--- src/dpbs_pkg.sv ---
// Shared constants of the dual-port burst SRAM link
package dpbs_pkg;
	// Word and array geometry
	localparam int DATA_WIDTH = 18;
	localparam int LANE_WIDTH = 9;
	localparam int LANE_COUNT = 2;
	localparam int ADDR_WIDTH = 18;
	localparam int BURST_WIDTH = 36;
	// Impedance update interval in input clock cycles
	localparam int IMP_INTERVAL = 1024;
	localparam int IMP_CNT_WIDTH = $clog2(IMP_INTERVAL);
	// Host clock divider: one link clock period in system clocks
	localparam int LINK_PHASES = 4;
	localparam logic [1:0] PH_K_RISE = 2'h0;
	localparam logic [1:0] PH_KN_SETUP = 2'h0;
	localparam logic [1:0] PH_LO_SAMPLE = 2'h1;
	localparam logic [1:0] PH_TAKE = 2'h2;
	localparam logic [1:0] PH_HI_SAMPLE = 2'h3;
	// Read data FIFO
	localparam int FIFO_DEPTH = 16;
	localparam int FIFO_MARGIN = 4;
endpackage : dpbs_pkg

--- src/dpbs_link_if.sv ---
// Pin-level link between memory controller and SRAM port logic
`timescale 1ns/1ns
interface dpbs_link_if #(parameter int ADDR_W = 18);
	// Input clock pair and output clock pair
	logic kPos;
	logic kNeg;
	logic cPos;
	logic cNeg;
	// Port selects, multiplexed address, write side
	logic readSel_n;
	logic writeSel_n;
	logic [ADDR_W-1:0] addr;
	logic [17:0] wrData;
	logic [1:0] byteEn_n;
	// Read side with output enable
	logic [17:0] rdQ;
	logic rdQOe;

	modport dev (
		input kPos, kNeg, cPos, cNeg, readSel_n, writeSel_n, addr, wrData, byteEn_n,
		output rdQ, rdQOe
	);
	modport host (
		output kPos, kNeg, cPos, cNeg, readSel_n, writeSel_n, addr, wrData, byteEn_n,
		input rdQ, rdQOe
	);
endinterface : dpbs_link_if

--- src/dpbs_fifo.sv ---
// Parameterised flip-flop FIFO with valid/ready on both sides
`timescale 1ns/1ns
module dpbs_fifo #(
	parameter int WIDTH = 36,
	parameter int DEPTH = 16
) (
	// Clock and reset
	input wire logic clk,
	input wire logic rst_n,
	// Fill side
	input wire logic inValid,
	output logic inReady,
	input wire logic [WIDTH-1:0] inData,
	// Drain side
	output logic outValid,
	input wire logic outReady,
	output logic [WIDTH-1:0] outData,
	// Free slots
	output logic [$clog2(DEPTH+1)-1:0] freeCount
);
	localparam int PW = $clog2(DEPTH);
	localparam int CW = $clog2(DEPTH+1);

	if (DEPTH < 2 || (DEPTH & (DEPTH - 1)) != 0) begin : gBadDepth
		$error("dpbs_fifo depth must be a power of two, at least 2");
	end

	logic [WIDTH-1:0] mem_reg [DEPTH];
	logic [PW-1:0] wrPtr_reg;
	logic [PW-1:0] rdPtr_reg;
	logic [CW-1:0] count_reg;
	logic push;
	logic pop;

	// Honest full and empty from the occupancy count
	assign inReady = (count_reg != CW'(DEPTH));
	assign outValid = (count_reg != '0);
	assign outData = mem_reg[rdPtr_reg];
	assign freeCount = CW'(DEPTH) - count_reg;
	assign push = inValid && inReady;
	assign pop = outValid && outReady;

	// Storage
	always_ff @(posedge clk) begin
		if (push) begin
			mem_reg[wrPtr_reg] <= inData;
		end
	end

	// Pointers and count
	always_ff @(posedge clk) begin
		if (!rst_n) begin
			wrPtr_reg <= '0;
			rdPtr_reg <= '0;
			count_reg <= '0;
		end else begin
			if (push) begin
				wrPtr_reg <= wrPtr_reg + 1'b1;
			end
			if (pop) begin
				rdPtr_reg <= rdPtr_reg + 1'b1;
			end
			if (push && !pop) begin
				count_reg <= count_reg + 1'b1;
			end else if (pop && !push) begin
				count_reg <= count_reg - 1'b1;
			end
		end
	end
endmodule : dpbs_fifo

--- src/dpbs_host.sv ---
// Memory controller end of the dual-port burst SRAM link
`timescale 1ns/1ns
module dpbs_host
	import dpbs_pkg::*;
#(
	parameter int ADDR_W = ADDR_WIDTH,
	parameter bit SINGLE_CLK = 1'b0,
	parameter int DEPTH = FIFO_DEPTH
) (
	// System clock and reset
	input wire logic clk,
	input wire logic rst_n,
	// Link pins
	dpbs_link_if.host link,
	// Read requests
	input wire logic rdValid,
	output logic rdReady,
	input wire logic [ADDR_W-1:0] rdAddr,
	// Write requests, byte enables active high, bits 1:0 low word
	input wire logic wrValid,
	output logic wrReady,
	input wire logic [ADDR_W-1:0] wrAddr,
	input wire logic [BURST_WIDTH-1:0] wrData,
	input wire logic [2*LANE_COUNT-1:0] wrBe,
	// Read data out of the FIFO
	output logic outValid,
	input wire logic outReady,
	output logic [BURST_WIDTH-1:0] outData
);
	if (DEPTH < 2 * FIFO_MARGIN) begin : gBadDepth
		$error("dpbs_host FIFO too shallow for the read pipeline");
	end

	localparam int CW = $clog2(DEPTH+1);

	logic [1:0] phase_reg;
	logic [1:0] phaseNext;
	logic kPos_reg;
	logic kNeg_reg;
	logic rdSel_n_reg;
	logic wrSel_n_reg;
	logic [ADDR_W-1:0] addr_reg;
	logic [DATA_WIDTH-1:0] d_reg;
	logic [LANE_COUNT-1:0] be_n_reg;
	logic wrHold_reg;
	logic [ADDR_W-1:0] wrAddrHold_reg;
	logic [DATA_WIDTH-1:0] wrHiHold_reg;
	logic [LANE_COUNT-1:0] wrHiBe_n_reg;
	logic rdReady_reg;
	logic wrReady_reg;
	logic [2:0] rdStage_reg;
	logic [DATA_WIDTH-1:0] capLo_reg;
	logic pushValid_reg;
	logic [BURST_WIDTH-1:0] pushData_reg;
	logic [CW-1:0] freeCount;
	logic rdTake;
	logic wrTake;

	////////////////////////////////////////////////////////////////////////////////
	// Link clock divider

	assign phaseNext = phase_reg + 2'h1;

	// K high in phases 0 and 1, K-bar the complement
	always_ff @(posedge clk) begin
		if (!rst_n) begin
			phase_reg <= 2'h3;
			kPos_reg <= 1'b0;
			kNeg_reg <= 1'b1;
		end else begin
			phase_reg <= phaseNext;
			kPos_reg <= (phaseNext == PH_K_RISE) || (phaseNext == PH_LO_SAMPLE);
			kNeg_reg <= (phaseNext == PH_TAKE) || (phaseNext == PH_HI_SAMPLE);
		end
	end

	// Output clocks aligned with K, or tied high as the single clock strap
	assign link.kPos = kPos_reg;
	assign link.kNeg = kNeg_reg;
	assign link.cPos = SINGLE_CLK ? 1'b1 : kPos_reg;
	assign link.cNeg = SINGLE_CLK ? 1'b1 : kNeg_reg;

	////////////////////////////////////////////////////////////////////////////////
	// Request acceptance and pin drive

	assign rdTake = rdValid && rdReady_reg && (phase_reg == PH_TAKE);
	assign wrTake = wrValid && wrReady_reg && (phase_reg == PH_TAKE);

	// Ready offered only in the take phase; reads wait for FIFO room
	always_ff @(posedge clk) begin
		if (!rst_n) begin
			rdReady_reg <= 1'b0;
			wrReady_reg <= 1'b0;
		end else begin
			rdReady_reg <= (phaseNext == PH_TAKE) && (freeCount >= CW'(FIFO_MARGIN));
			wrReady_reg <= (phaseNext == PH_TAKE);
		end
	end

	// Selects, read address and low word before K; write address and high word before K-bar
	always_ff @(posedge clk) begin
		if (!rst_n) begin
			rdSel_n_reg <= 1'b1;
			wrSel_n_reg <= 1'b1;
			addr_reg <= '0;
			d_reg <= '0;
			be_n_reg <= '1;
			wrHold_reg <= 1'b0;
			wrAddrHold_reg <= '0;
			wrHiHold_reg <= '0;
			wrHiBe_n_reg <= '1;
		end else if (phase_reg == PH_TAKE) begin
			rdSel_n_reg <= !rdTake;
			wrSel_n_reg <= !wrTake;
			addr_reg <= rdAddr;
			d_reg <= wrData[DATA_WIDTH-1:0];
			be_n_reg <= wrTake ? ~wrBe[LANE_COUNT-1:0] : '1;
			wrHold_reg <= wrTake;
			wrAddrHold_reg <= wrAddr;
			wrHiHold_reg <= wrData[BURST_WIDTH-1:DATA_WIDTH];
			wrHiBe_n_reg <= ~wrBe[2*LANE_COUNT-1:LANE_COUNT];
		end else if (phase_reg == PH_KN_SETUP) begin
			rdSel_n_reg <= 1'b1;
			wrSel_n_reg <= 1'b1;
			addr_reg <= wrAddrHold_reg;
			d_reg <= wrHiHold_reg;
			be_n_reg <= wrHold_reg ? wrHiBe_n_reg : '1;
		end
	end

	assign link.readSel_n = rdSel_n_reg;
	assign link.writeSel_n = wrSel_n_reg;
	assign link.addr = addr_reg;
	assign link.wrData = d_reg;
	assign link.byteEn_n = be_n_reg;

	////////////////////////////////////////////////////////////////////////////////
	// Read data capture

	// Three-period pipeline: issued, started, data period
	always_ff @(posedge clk) begin
		if (!rst_n) begin
			rdStage_reg <= '0;
			capLo_reg <= '0;
			pushValid_reg <= 1'b0;
			pushData_reg <= '0;
		end else begin
			pushValid_reg <= 1'b0;
			if (phase_reg == PH_TAKE) begin
				rdStage_reg <= {rdStage_reg[1:0], rdTake};
			end
			if (phase_reg == PH_LO_SAMPLE && rdStage_reg[1]) begin
				capLo_reg <= link.rdQ;
			end
			if (phase_reg == PH_HI_SAMPLE && rdStage_reg[2]) begin
				pushData_reg <= {link.rdQ, capLo_reg};
				pushValid_reg <= 1'b1;
			end
		end
	end

	// Read data FIFO toward the user
	dpbs_fifo #(
		.WIDTH(BURST_WIDTH),
		.DEPTH(DEPTH)
	) uFifo (
		.clk(clk),
		.rst_n(rst_n),
		.inValid(pushValid_reg),
		.inReady(),
		.inData(pushData_reg),
		.outValid(outValid),
		.outReady(outReady),
		.outData(outData),
		.freeCount(freeCount)
	);

	assign rdReady = rdReady_reg;
	assign wrReady = wrReady_reg;
endmodule : dpbs_host

--- src/flat_wrapper.sv ---
// flat-port wrapper written by rule: the top's interface ports become plain ports
module dpbs_host_flat import dpbs_pkg::*;
#(
	parameter int ADDR_W = ADDR_WIDTH,
	parameter bit SINGLE_CLK = 1'b0,
	parameter int DEPTH = FIFO_DEPTH
)
  (clk, rst_n, rdValid, rdReady, rdAddr, wrValid, wrReady, wrAddr, wrData, wrBe, outValid, outReady, outData, link_kPos, link_kNeg, link_cPos, link_cNeg, link_readSel_n, link_writeSel_n, link_addr, link_wrData, link_byteEn_n, link_rdQ, link_rdQOe);
  dpbs_link_if #(.ADDR_W(ADDR_W)) link_i ();
  input wire logic clk;
  input wire logic rst_n;
  input wire logic rdValid;
  output logic rdReady;
  input wire logic [ADDR_W-1:0] rdAddr;
  input wire logic wrValid;
  output logic wrReady;
  input wire logic [ADDR_W-1:0] wrAddr;
  input wire logic [BURST_WIDTH-1:0] wrData;
  input wire logic [2*LANE_COUNT-1:0] wrBe;
  output logic outValid;
  input wire logic outReady;
  output logic [BURST_WIDTH-1:0] outData;
  output wire logic [$bits(link_i.kPos)-1:0] link_kPos;
  output wire logic [$bits(link_i.kNeg)-1:0] link_kNeg;
  output wire logic [$bits(link_i.cPos)-1:0] link_cPos;
  output wire logic [$bits(link_i.cNeg)-1:0] link_cNeg;
  output wire logic [$bits(link_i.readSel_n)-1:0] link_readSel_n;
  output wire logic [$bits(link_i.writeSel_n)-1:0] link_writeSel_n;
  output wire logic [$bits(link_i.addr)-1:0] link_addr;
  output wire logic [$bits(link_i.wrData)-1:0] link_wrData;
  output wire logic [$bits(link_i.byteEn_n)-1:0] link_byteEn_n;
  input wire logic [$bits(link_i.rdQ)-1:0] link_rdQ;
  input wire logic [$bits(link_i.rdQOe)-1:0] link_rdQOe;
  assign link_kPos = link_i.kPos;
  assign link_kNeg = link_i.kNeg;
  assign link_cPos = link_i.cPos;
  assign link_cNeg = link_i.cNeg;
  assign link_readSel_n = link_i.readSel_n;
  assign link_writeSel_n = link_i.writeSel_n;
  assign link_addr = link_i.addr;
  assign link_wrData = link_i.wrData;
  assign link_byteEn_n = link_i.byteEn_n;
  assign link_i.rdQ = link_rdQ;
  assign link_i.rdQOe = link_rdQOe;
  dpbs_host #(.ADDR_W(ADDR_W), .SINGLE_CLK(SINGLE_CLK), .DEPTH(DEPTH)) u_core (.clk(clk), .rst_n(rst_n), .link(link_i), .rdValid(rdValid), .rdReady(rdReady), .rdAddr(rdAddr), .wrValid(wrValid), .wrReady(wrReady), .wrAddr(wrAddr), .wrData(wrData), .wrBe(wrBe), .outValid(outValid), .outReady(outReady), .outData(outData));
endmodule
--- config.mk ---
export PLATFORM = sky130hd
export DESIGN_NAME = dpbs_host_flat
export DESIGN_NICKNAME = d
export VERILOG_FILES = /design/src/dpbs_pkg.sv /design/src/dpbs_link_if.sv /design/src/dpbs_fifo.sv /design/src/dpbs_host.sv /design/src/flat_wrapper.sv
export SDC_FILE = /design/constraint.sdc
export NUM_CORES = 1
export LEC_CHECK = 0
export BUFFER_PORTS_ARGS = -buffer_cell sky130_fd_sc_hd__buf_2
export CORE_ASPECT_RATIO = 1.25
export CORE_MARGIN = 2
export CORE_UTILIZATION = 27
export CTS_CLUSTER_DIAMETER = 30
export DETAILED_ROUTE_END_ITERATION = 10
export GPL_TIMING_DRIVEN = 0
export HOLD_SLACK_MARGIN = 0.03
export SYNTH_ARGS = -nofsm -noshare
export SYNTH_HDL_FRONTEND = slang
export SYNTH_SLANG_ARGS = --single-unit
--- constraint.sdc ---
create_clock -name clk -period 3.9 [get_ports clk]
set_input_delay 0.195 -clock clk [delete_from_list [all_inputs] [get_ports clk]]
set_output_delay 0.195 -clock clk [all_outputs]
set_load 0.02 [all_outputs]
==> run summary, run 1 <==
### Global route
* vias in the first global route: 17.4k
* antenna violations before repair: 8
* global-route total usage across every layer: 0.139
* wire length of the first global-routing pass: 109000 µm
* pin count of the biggest net entering global routing: 23
* GR Overflow Total: 0

### Pwr
* switch share: 0.244
* PD cells: 635 nW/µm²
* Switch Pwr: 5.75 mW
* part of the power in combinational logic: 0.129
* leakage power figure: 12.6 nW
* Pint: 17.8 mW
* PnR Total Power: 23.6 mW
* sequential power share: 0.362
* maximum vdd drop: 0.428 mV
* part of the total power dissipated in the clock network: 0.510

### Routing
* number of vias after detailed routing: 16.3k
* DRC Markers: 0
* Final Routed Wirelength: 74300 µm
* drt wl/cell: 21.3 µm
* violation count after the first detailed-route iteration: 1249
* vias per cell: 4.65
* Routed Antenna Nets: 0
* Pre-antenna DRT Iters: 5

### Critical path
* CP delay by family, top: simple AND/OR/NAND/NOR gates
* critical path startpoint category: flip-flop
* master of the slowest instance on the critical path: sky130_fd_sc_hd__nor2_1
* type of element capturing the critical path: output pin
* ordered cell list for the critical path: nor2_1 > clkbuf_1 > a22oi_1 > nand2_1 > buf_2
* path type of the worst setup path: reg2out
* Data arrival, critical path: 3.37 ns
* flop2flop setup slack: 0.88 ns
* Crit Path Max Fanout: 10
* largest stage delay on the critical path: 0.99 ns
* CP Data Required Time: 3.70 ns
* Crit path buffers/inverters: 2
* startpoint of the worst-slack reg-to-reg timing path: u_core.uFifo.count_reg[1]$_SDFFE_PN0P_

### Synth
* proportion of register bits with asynchronous set or reset after synthesis: 0
* number of different library cells in the post-synthesis netlist: 36
* post-synth net total: 1722
* register bit total from synthesis: 735
* number of instances in the synthesized netlist: 1605
* top_reg_cell synth: sky130_fd_sc_hd__edfxtp_1
* Netlist Area Pre-Place: 28100 µm²
* number of synthesis warnings: 0
* EDFF count, synth: 576
* sequential element share of the synthesized area: 0.729
* post-synthesis area per instance: 17.5 µm²

### Floorplan
* cell row count: 132
* I/O pin count: 183
* floorplan die height: 365 µm
* effective utilization at floorplan: 0.272
* core outline area: 103000 µm²
* die width: 292 µm
* die footprint: 107000 µm²

### Timing
* slew at the pin with the worst max-slew slack: 1.27 ns
* setup violators final: 0
* setup repair after global routing missed its margin: false
* final cycle utilization of the critical path: 0.913
* Slew HR: 0.147
* number of max-slew violations in the final report: 0
* max frequency: 281 MHz
* final total negative setup slack: 0 ns
* final worst path period need: 3.56 ns
* hold violation total from the final report: 0
* Clock Skews: 0.0348 ns

### Finish
* max reg flops: 576
* Post-layout nets: 2159
* synth-to-layout area growth: 32.1%
* ratio of cells with drive above 1 in the final layout: 0.287
* total non-filler cell area in the finished layout: 37100 µm²
* Layout fillers: 9604

### CTS
* H-Tree Level Count: 4
* clk_lat worst skew: 0.71 ns
* number of CTS-inserted buffers: 131
* Longest Clk Path Bufs: 3
* clock-pin slew reported for the worst setup and hold paths after clock tree synthesis: 0.05 ns
* CTS Hold Bufs: 99
* clock root buffer master: sky130_fd_sc_hd__clkbuf_16
* post-cts gate resize count: 0
* TritonCTS clock tree: yes
* number of setup buffers added after CTS: 0
* sinks on the clock net: 735

### Run
* Max-cap violations: 0

### Outcome
* result of the run: finished, final reports clean

### Placement
* placed inst area: 31400 µm²
* global placer's final weighted congestion: 0.846
* Port-buffer cells: 181
* HPWL after DPL: 47400 µm

### Worst hold path
* worst min-delay path category: in2reg
* worst min-delay path startpoint: outReady

-- tightest hold or removal path, cell delays in order --
cell                      delay, ns
sky130_fd_sc_hd__buf_2         0.10
sky130_fd_sc_hd__nor2b_1       0.20
sky130_fd_sc_hd__mux2i_1       0.19
sky130_fd_sc_hd__nor2b_1       0.08
-- synthesized netlist by cell type (25+ instances only) --
cell | instances | area share
sky130_fd_sc_hd__a21boi_0 | 55 | 0.015
sky130_fd_sc_hd__a22oi_1 | 72 | 0.019
sky130_fd_sc_hd__and2_1 | 50 | 0.011
sky130_fd_sc_hd__buf_2 | 25 | 0.0045
sky130_fd_sc_hd__clkbuf_1 | 58 | 0.0078
sky130_fd_sc_hd__dfxtp_1 | 159 | 0.11
sky130_fd_sc_hd__edfxtp_1 | 576 | 0.62
sky130_fd_sc_hd__mux2i_1 | 77 | 0.027
sky130_fd_sc_hd__mux4_2 | 144 | 0.12
sky130_fd_sc_hd__nand2_1 | 199 | 0.027
sky130_fd_sc_hd__nor2b_1 | 47 | 0.010
sky130_fd_sc_hd__o21ai_0 | 41 | 0.0073
-- cell type report --
class	count	area, µm²	area share
inverter	9	33.8	0.000911
buffer	99	463	0.0125
tap	1340	1680	0.0452
sequential	735	20500	0.552
antenna	4	10.0	0.000270
multi-input combinational	762	7230	0.195
timing repair buffer	304	2480	0.0669
clock buffer	152	3520	0.0949
clock inverter	88	1200	0.0323
-- power groups by stage --
| stage | clock network (mW) | logic [mW] | registers (mW) |
|---|---|---|---|
| after global routing | 12.5 | 3.28 | 8.52 |
| after CTS | 12.2 | 3.11 | 8.51 |
| after detailed placement | 0 | 3.01 | 8.66 |
| final | 12.0 | 3.03 | 8.52 |
| after global placement | 0 | 2.97 | 8.65 |
| after floorplan | 0 | 2.08 | 8.68 |
-- layer usage --
layer,GRT usage,part of all wire
met5,0,0.00070
met4,0.0518,0.026
met3,0.0361,0.073
met2,0.236,0.50
met1,0.170,0.40
-- per-stage QoR --
| stage | std cells | hold WS [ns] | utilization | setup slack (ns) |
|---|---|---|---|---|
| 2_1_floorplan | 1605 | 0.340 | - | 0.673 |
| 3_3_place_gp | 3126 | 0.429 | 0.297 | -1.49 |
| 3_5_place_dp | 3150 | 0.442 | 0.304 | 0.853 |
| 4_1_cts | 3489 | 0.0738 | 0.359 | 0.214 |
| 5_1_grt | 3491 | 0.115 | 0.359 | 0.133 |
| 6_report | 3493 | 0.110 | 0.359 | 0.338 |
-- placed cells by master (no fill, tap or decap), types with 4 or more instances in the layout --
cell type,Yosys,routed
sky130_fd_sc_hd__buf_1,7,7
sky130_fd_sc_hd__clkbuf_16,0,135
sky130_fd_sc_hd__dlygate4sd3_1,0,99
sky130_fd_sc_hd__xnor2_1,7,7
sky130_fd_sc_hd__clkinv_8,0,5
sky130_fd_sc_hd__clkinv_1,0,14
sky130_fd_sc_hd__nor2_4,0,12
sky130_fd_sc_hd__nand2b_1,5,5
sky130_fd_sc_hd__buf_12,0,10
sky130_fd_sc_hd__buf_2,25,206
sky130_fd_sc_hd__clkbuf_1,58,67
sky130_fd_sc_hd__buf_6,7,7
sky130_fd_sc_hd__nand2_1,199,199
sky130_fd_sc_hd__edfxtp_1,576,576
sky130_fd_sc_hd__dfxtp_1,159,159
sky130_fd_sc_hd__bufinv_16,0,21
sky130_fd_sc_hd__mux2i_1,77,77
sky130_fd_sc_hd__diode_2,0,4
sky130_fd_sc_hd__nor3_4,0,4
sky130_fd_sc_hd__clkinvlp_4,0,13
sky130_fd_sc_hd__nand3_1,6,6
sky130_fd_sc_hd__inv_6,0,10
sky130_fd_sc_hd__mux4_2,144,144
sky130_fd_sc_hd__clkbuf_8,0,8
sky130_fd_sc_hd__o21ai_0,41,41
sky130_fd_sc_hd__and2_1,50,50
sky130_fd_sc_hd__a21oi_1,5,5
sky130_fd_sc_hd__inv_1,9,9
sky130_fd_sc_hd__a22oi_1,72,72
sky130_fd_sc_hd__a21boi_0,55,55
sky130_fd_sc_hd__ha_1,16,16
sky130_fd_sc_hd__buf_16,0,14
sky130_fd_sc_hd__nor2b_1,47,47
sky130_fd_sc_hd__clkinv_2,0,15
sky130_fd_sc_hd__nor2_1,16,4
sky130_fd_sc_hd__inv_16,0,4
sky130_fd_sc_hd__clkinv_4,0,4
-- logic make-up (layout without fill, tap and decap cells) --
family | count (synthesis) | after routing | share of synthesized area
XOR/XNOR | 8 | 8 | 0.00250
adder cells (fa/ha/maj) | 17 | 17 | 0.00784
AND/OR/NAND/NOR | 335 | 335 | 0.0552
other | 0 | 4 | 0
AO/OA/AOI/OAI | 181 | 181 | 0.0443
buffers and inverters | 108 | 652 | 0.0177
multiplexers | 221 | 221 | 0.143
flip-flops | 735 | 735 | 0.729
-- final timing paths --
check | endpoint | cells past startpoint
setup / recovery | outData[25] | 5
hold / removal | u_core.uFifo.rdPtr_reg[1]$_SDFFE_PN0P_ | 4
setup reg to reg | u_core.uFifo.mem_reg[3][31]$_DFFE_PP_ | 7
hold reg to reg | u_core.phase_reg[0]$_SDFF_PN1_ | 1
Note: power is estimated with default switching activity, not from simulation.
==> run 2: changes to the inputs <==
--- a/config.mk
+++ b/config.mk
@@ -11,7 +11,6 @@
 export CORE_UTILIZATION = 27
 export CTS_CLUSTER_DIAMETER = 30
 export DETAILED_ROUTE_END_ITERATION = 10
-export GPL_TIMING_DRIVEN = 0
 export HOLD_SLACK_MARGIN = 0.03
 export SYNTH_ARGS = -nofsm -noshare
 export SYNTH_HDL_FRONTEND = slang
==> run 2 against run 1 <==
  * Clock power rose by 7%
  * Critical path type unchanged
  * Critical path depth did not move
  * Sequential share of layout area barely moved
  * Largest cell class unchanged
  * Register-to-register slack improved by 0.16 ns
  * Sequential power rose by 0.9%
  * Highest routed layer unchanged
  * Clock-buffer cell count rose by 14
==> run summary, run 2 (synthesis results as in run 1) <==
### Finish
* most frequent cells in the layout: sky130_fd_sc_hd__edfxtp_1 (576), sky130_fd_sc_hd__nand2_1 (199), sky130_fd_sc_hd__buf_2 (180)
* total non-filler cell area in the finished layout: 37100 µm²
* core occupancy in the finished layout: 0.359
* most common cell after layout, fill and taps aside: sky130_fd_sc_hd__edfxtp_1
* Post-layout nets: 2092
* ratio of cells with drive above 1 in the final layout: 0.303
* non-filler cells, final: 3438
* synth-to-layout area growth: 32.1%
* max reg flops: 576

### Pwr
* PnR Total Power: 24.3 mW
* maximum vdd drop: 0.477 mV
* part of the power in combinational logic: 0.115
* leakage power figure: 12.6 nW
* PD cells: 656 nW/µm²
* Switch Pwr: 5.92 mW
* sequential power share: 0.354
* part of the total power dissipated in the clock network: 0.532
* switch share: 0.243
* Pint: 18.4 mW

### Floorplan
* effective utilization at floorplan: 0.272
* I/O pin count: 183
* die footprint: 107000 µm²
* core outline area: 103000 µm²
* die width: 292 µm
* floorplan die height: 365 µm
* cell row count: 132

### CTS
* H-Tree Level Count: 4
* sinks on the clock net: 735
* clock root buffer master: sky130_fd_sc_hd__clkbuf_16
* number of CTS-inserted buffers: 144
* clock-pin slew reported for the worst setup and hold paths after clock tree synthesis: 0.05 ns
* Longest Clk Path Bufs: 3
* TritonCTS clock tree: yes
* post-cts gate resize count: 0
* clk_lat worst skew: 0.74 ns
* number of setup buffers added after CTS: 0

### Placement
* global placer's final weighted congestion: 0.741
* placed cell count: 3069
* HPWL after DPL: 38800 µm
* Port-buffer cells: 181
* worst setup slack after placement: 1.05 ns
* placed inst area: 30800 µm²

### Global route
* pin count of the biggest net entering global routing: 80
* GR Overflow Total: 0
* antenna violations before repair: 9
* wire length of the first global-routing pass: 104000 µm
* global-route total usage across every layer: 0.130
* vias in the first global route: 17.3k

### Critical path
* CP Data Required Time: 3.70 ns
* CP delay by family, top: flip-flops
* ordered cell list for the critical path: buf_4 > mux4_2 > a22oi_1 > nand2_1 > buf_2
* Data arrival, critical path: 3.09 ns
* Crit path buffers/inverters: 2
* largest stage delay on the critical path: 0.80 ns
* Crit Path Max Fanout: 42
* type of element capturing the critical path: output pin
* path type of the worst setup path: reg2out
* master of the slowest instance on the critical path: sky130_fd_sc_hd__dfxtp_4
* critical path startpoint category: flip-flop

### Timing
* final worst path period need: 3.29 ns
* worst hold margin: 0.263 ns
* hold violation total from the final report: 0
* Clock Skews: 0.0604 ns
* slew at the pin with the worst max-slew slack: 1.02 ns
* max frequency: 304 MHz
* Slew HR: 0.321
* final cycle utilization of the critical path: 0.843
* number of max-slew violations in the final report: 0
* final total negative setup slack: 0 ns
* setup repair after global routing missed its margin: false
* worst setup slack after layout: 0.611 ns
* setup violators final: 0

### Routing
* number of vias after detailed routing: 15.7k
* DRC Markers: 0
* violation count after the first detailed-route iteration: 1107
* Pre-antenna DRT Iters: 5
* vias per cell: 4.58
* Final Routed Wirelength: 68600 µm
* drt wl/cell: 20.0 µm
* Routed Antenna Nets: 0

### Worst hold path
* worst min-delay path category: in2reg

### Run
* Max-cap violations: 0

### Outcome
* result of the run: finished, final reports clean

run 2: cell types whose count changed in the layout (fill, tap and decap cells not counted), sizes merged:
cell         previous run  this run
inv                    23        14
buf                   246       223
clkinvlp               13        14
dlygate4sd3            99       100
clkbuf                210       166
bufinv                 21        22
diode                   4         1
clkinv                 40        61
run 2: layout make-up:
class                   instances  area (µm²)
diodes                          1        2.50
fillers                      9561       66300
well taps                    1340        1680
repair buffers                323        2350
inverters                       9        33.8
clock inverters               102        1480
clock buffers                 166        3790
multi-input cells             762        7270
flip-flops and latches        735       20500
run 2: final timing paths:
path                                                              from                                     end  slack, ns  cells after the start
worst max-delay path                                         flip-flop                              outData[1]       0.61                      5
worst min-delay path                                        wrAddr[17]  u_core.wrAddrHold_reg[17]$_SDFFE_PN0P_       0.26                      4
worst max register to register  u_core.uFifo.count_reg[0]$_SDFFE_PN0P_  u_core.uFifo.count_reg[3]$_SDFFE_PN0P_       1.04                     11
worst min register to register          u_core.phase_reg[0]$_SDFF_PN1_          u_core.phase_reg[0]$_SDFF_PN1_       0.45                      1
run 2: layer usage:
| layer | vias up | GRT usage | routed length [µm] |
|---|---|---|---|
| met2 | 508 | 0.221 | 34100 |
| met1 | 8109 | 0.157 | 28400 |
| met5 | - | 0 | 91 |
| met3 | 134 | 0.0356 | 4420 |
| li1 | 6983 | - | - |
| met4 | 14 | 0.0478 | 1560 |
run 2: power by group through the flow:
stage	combinational [mW]	sequential, mW	clock, mW
finish	2.79	8.60	12.9
global route	3.04	8.61	13.6
CTS	2.86	8.60	13.2
detailed placement	2.77	8.74	0
global placement	2.74	8.73	0
floorplan	2.08	8.68	0
run 2: worst min-delay path, cell delays in order:
cell and delay [ns]:
sky130_fd_sc_hd__dlygate4sd3_1 0.52, sky130_fd_sc_hd__buf_2 0.10, sky130_fd_sc_hd__mux2i_1 0.06, sky130_fd_sc_hd__nor2b_1 0.09
run 2: timing repair:
item	CTS	global route
hold buffers	100	0
hold endpoints to repair	129	0
setup endpoints to repair	0	0
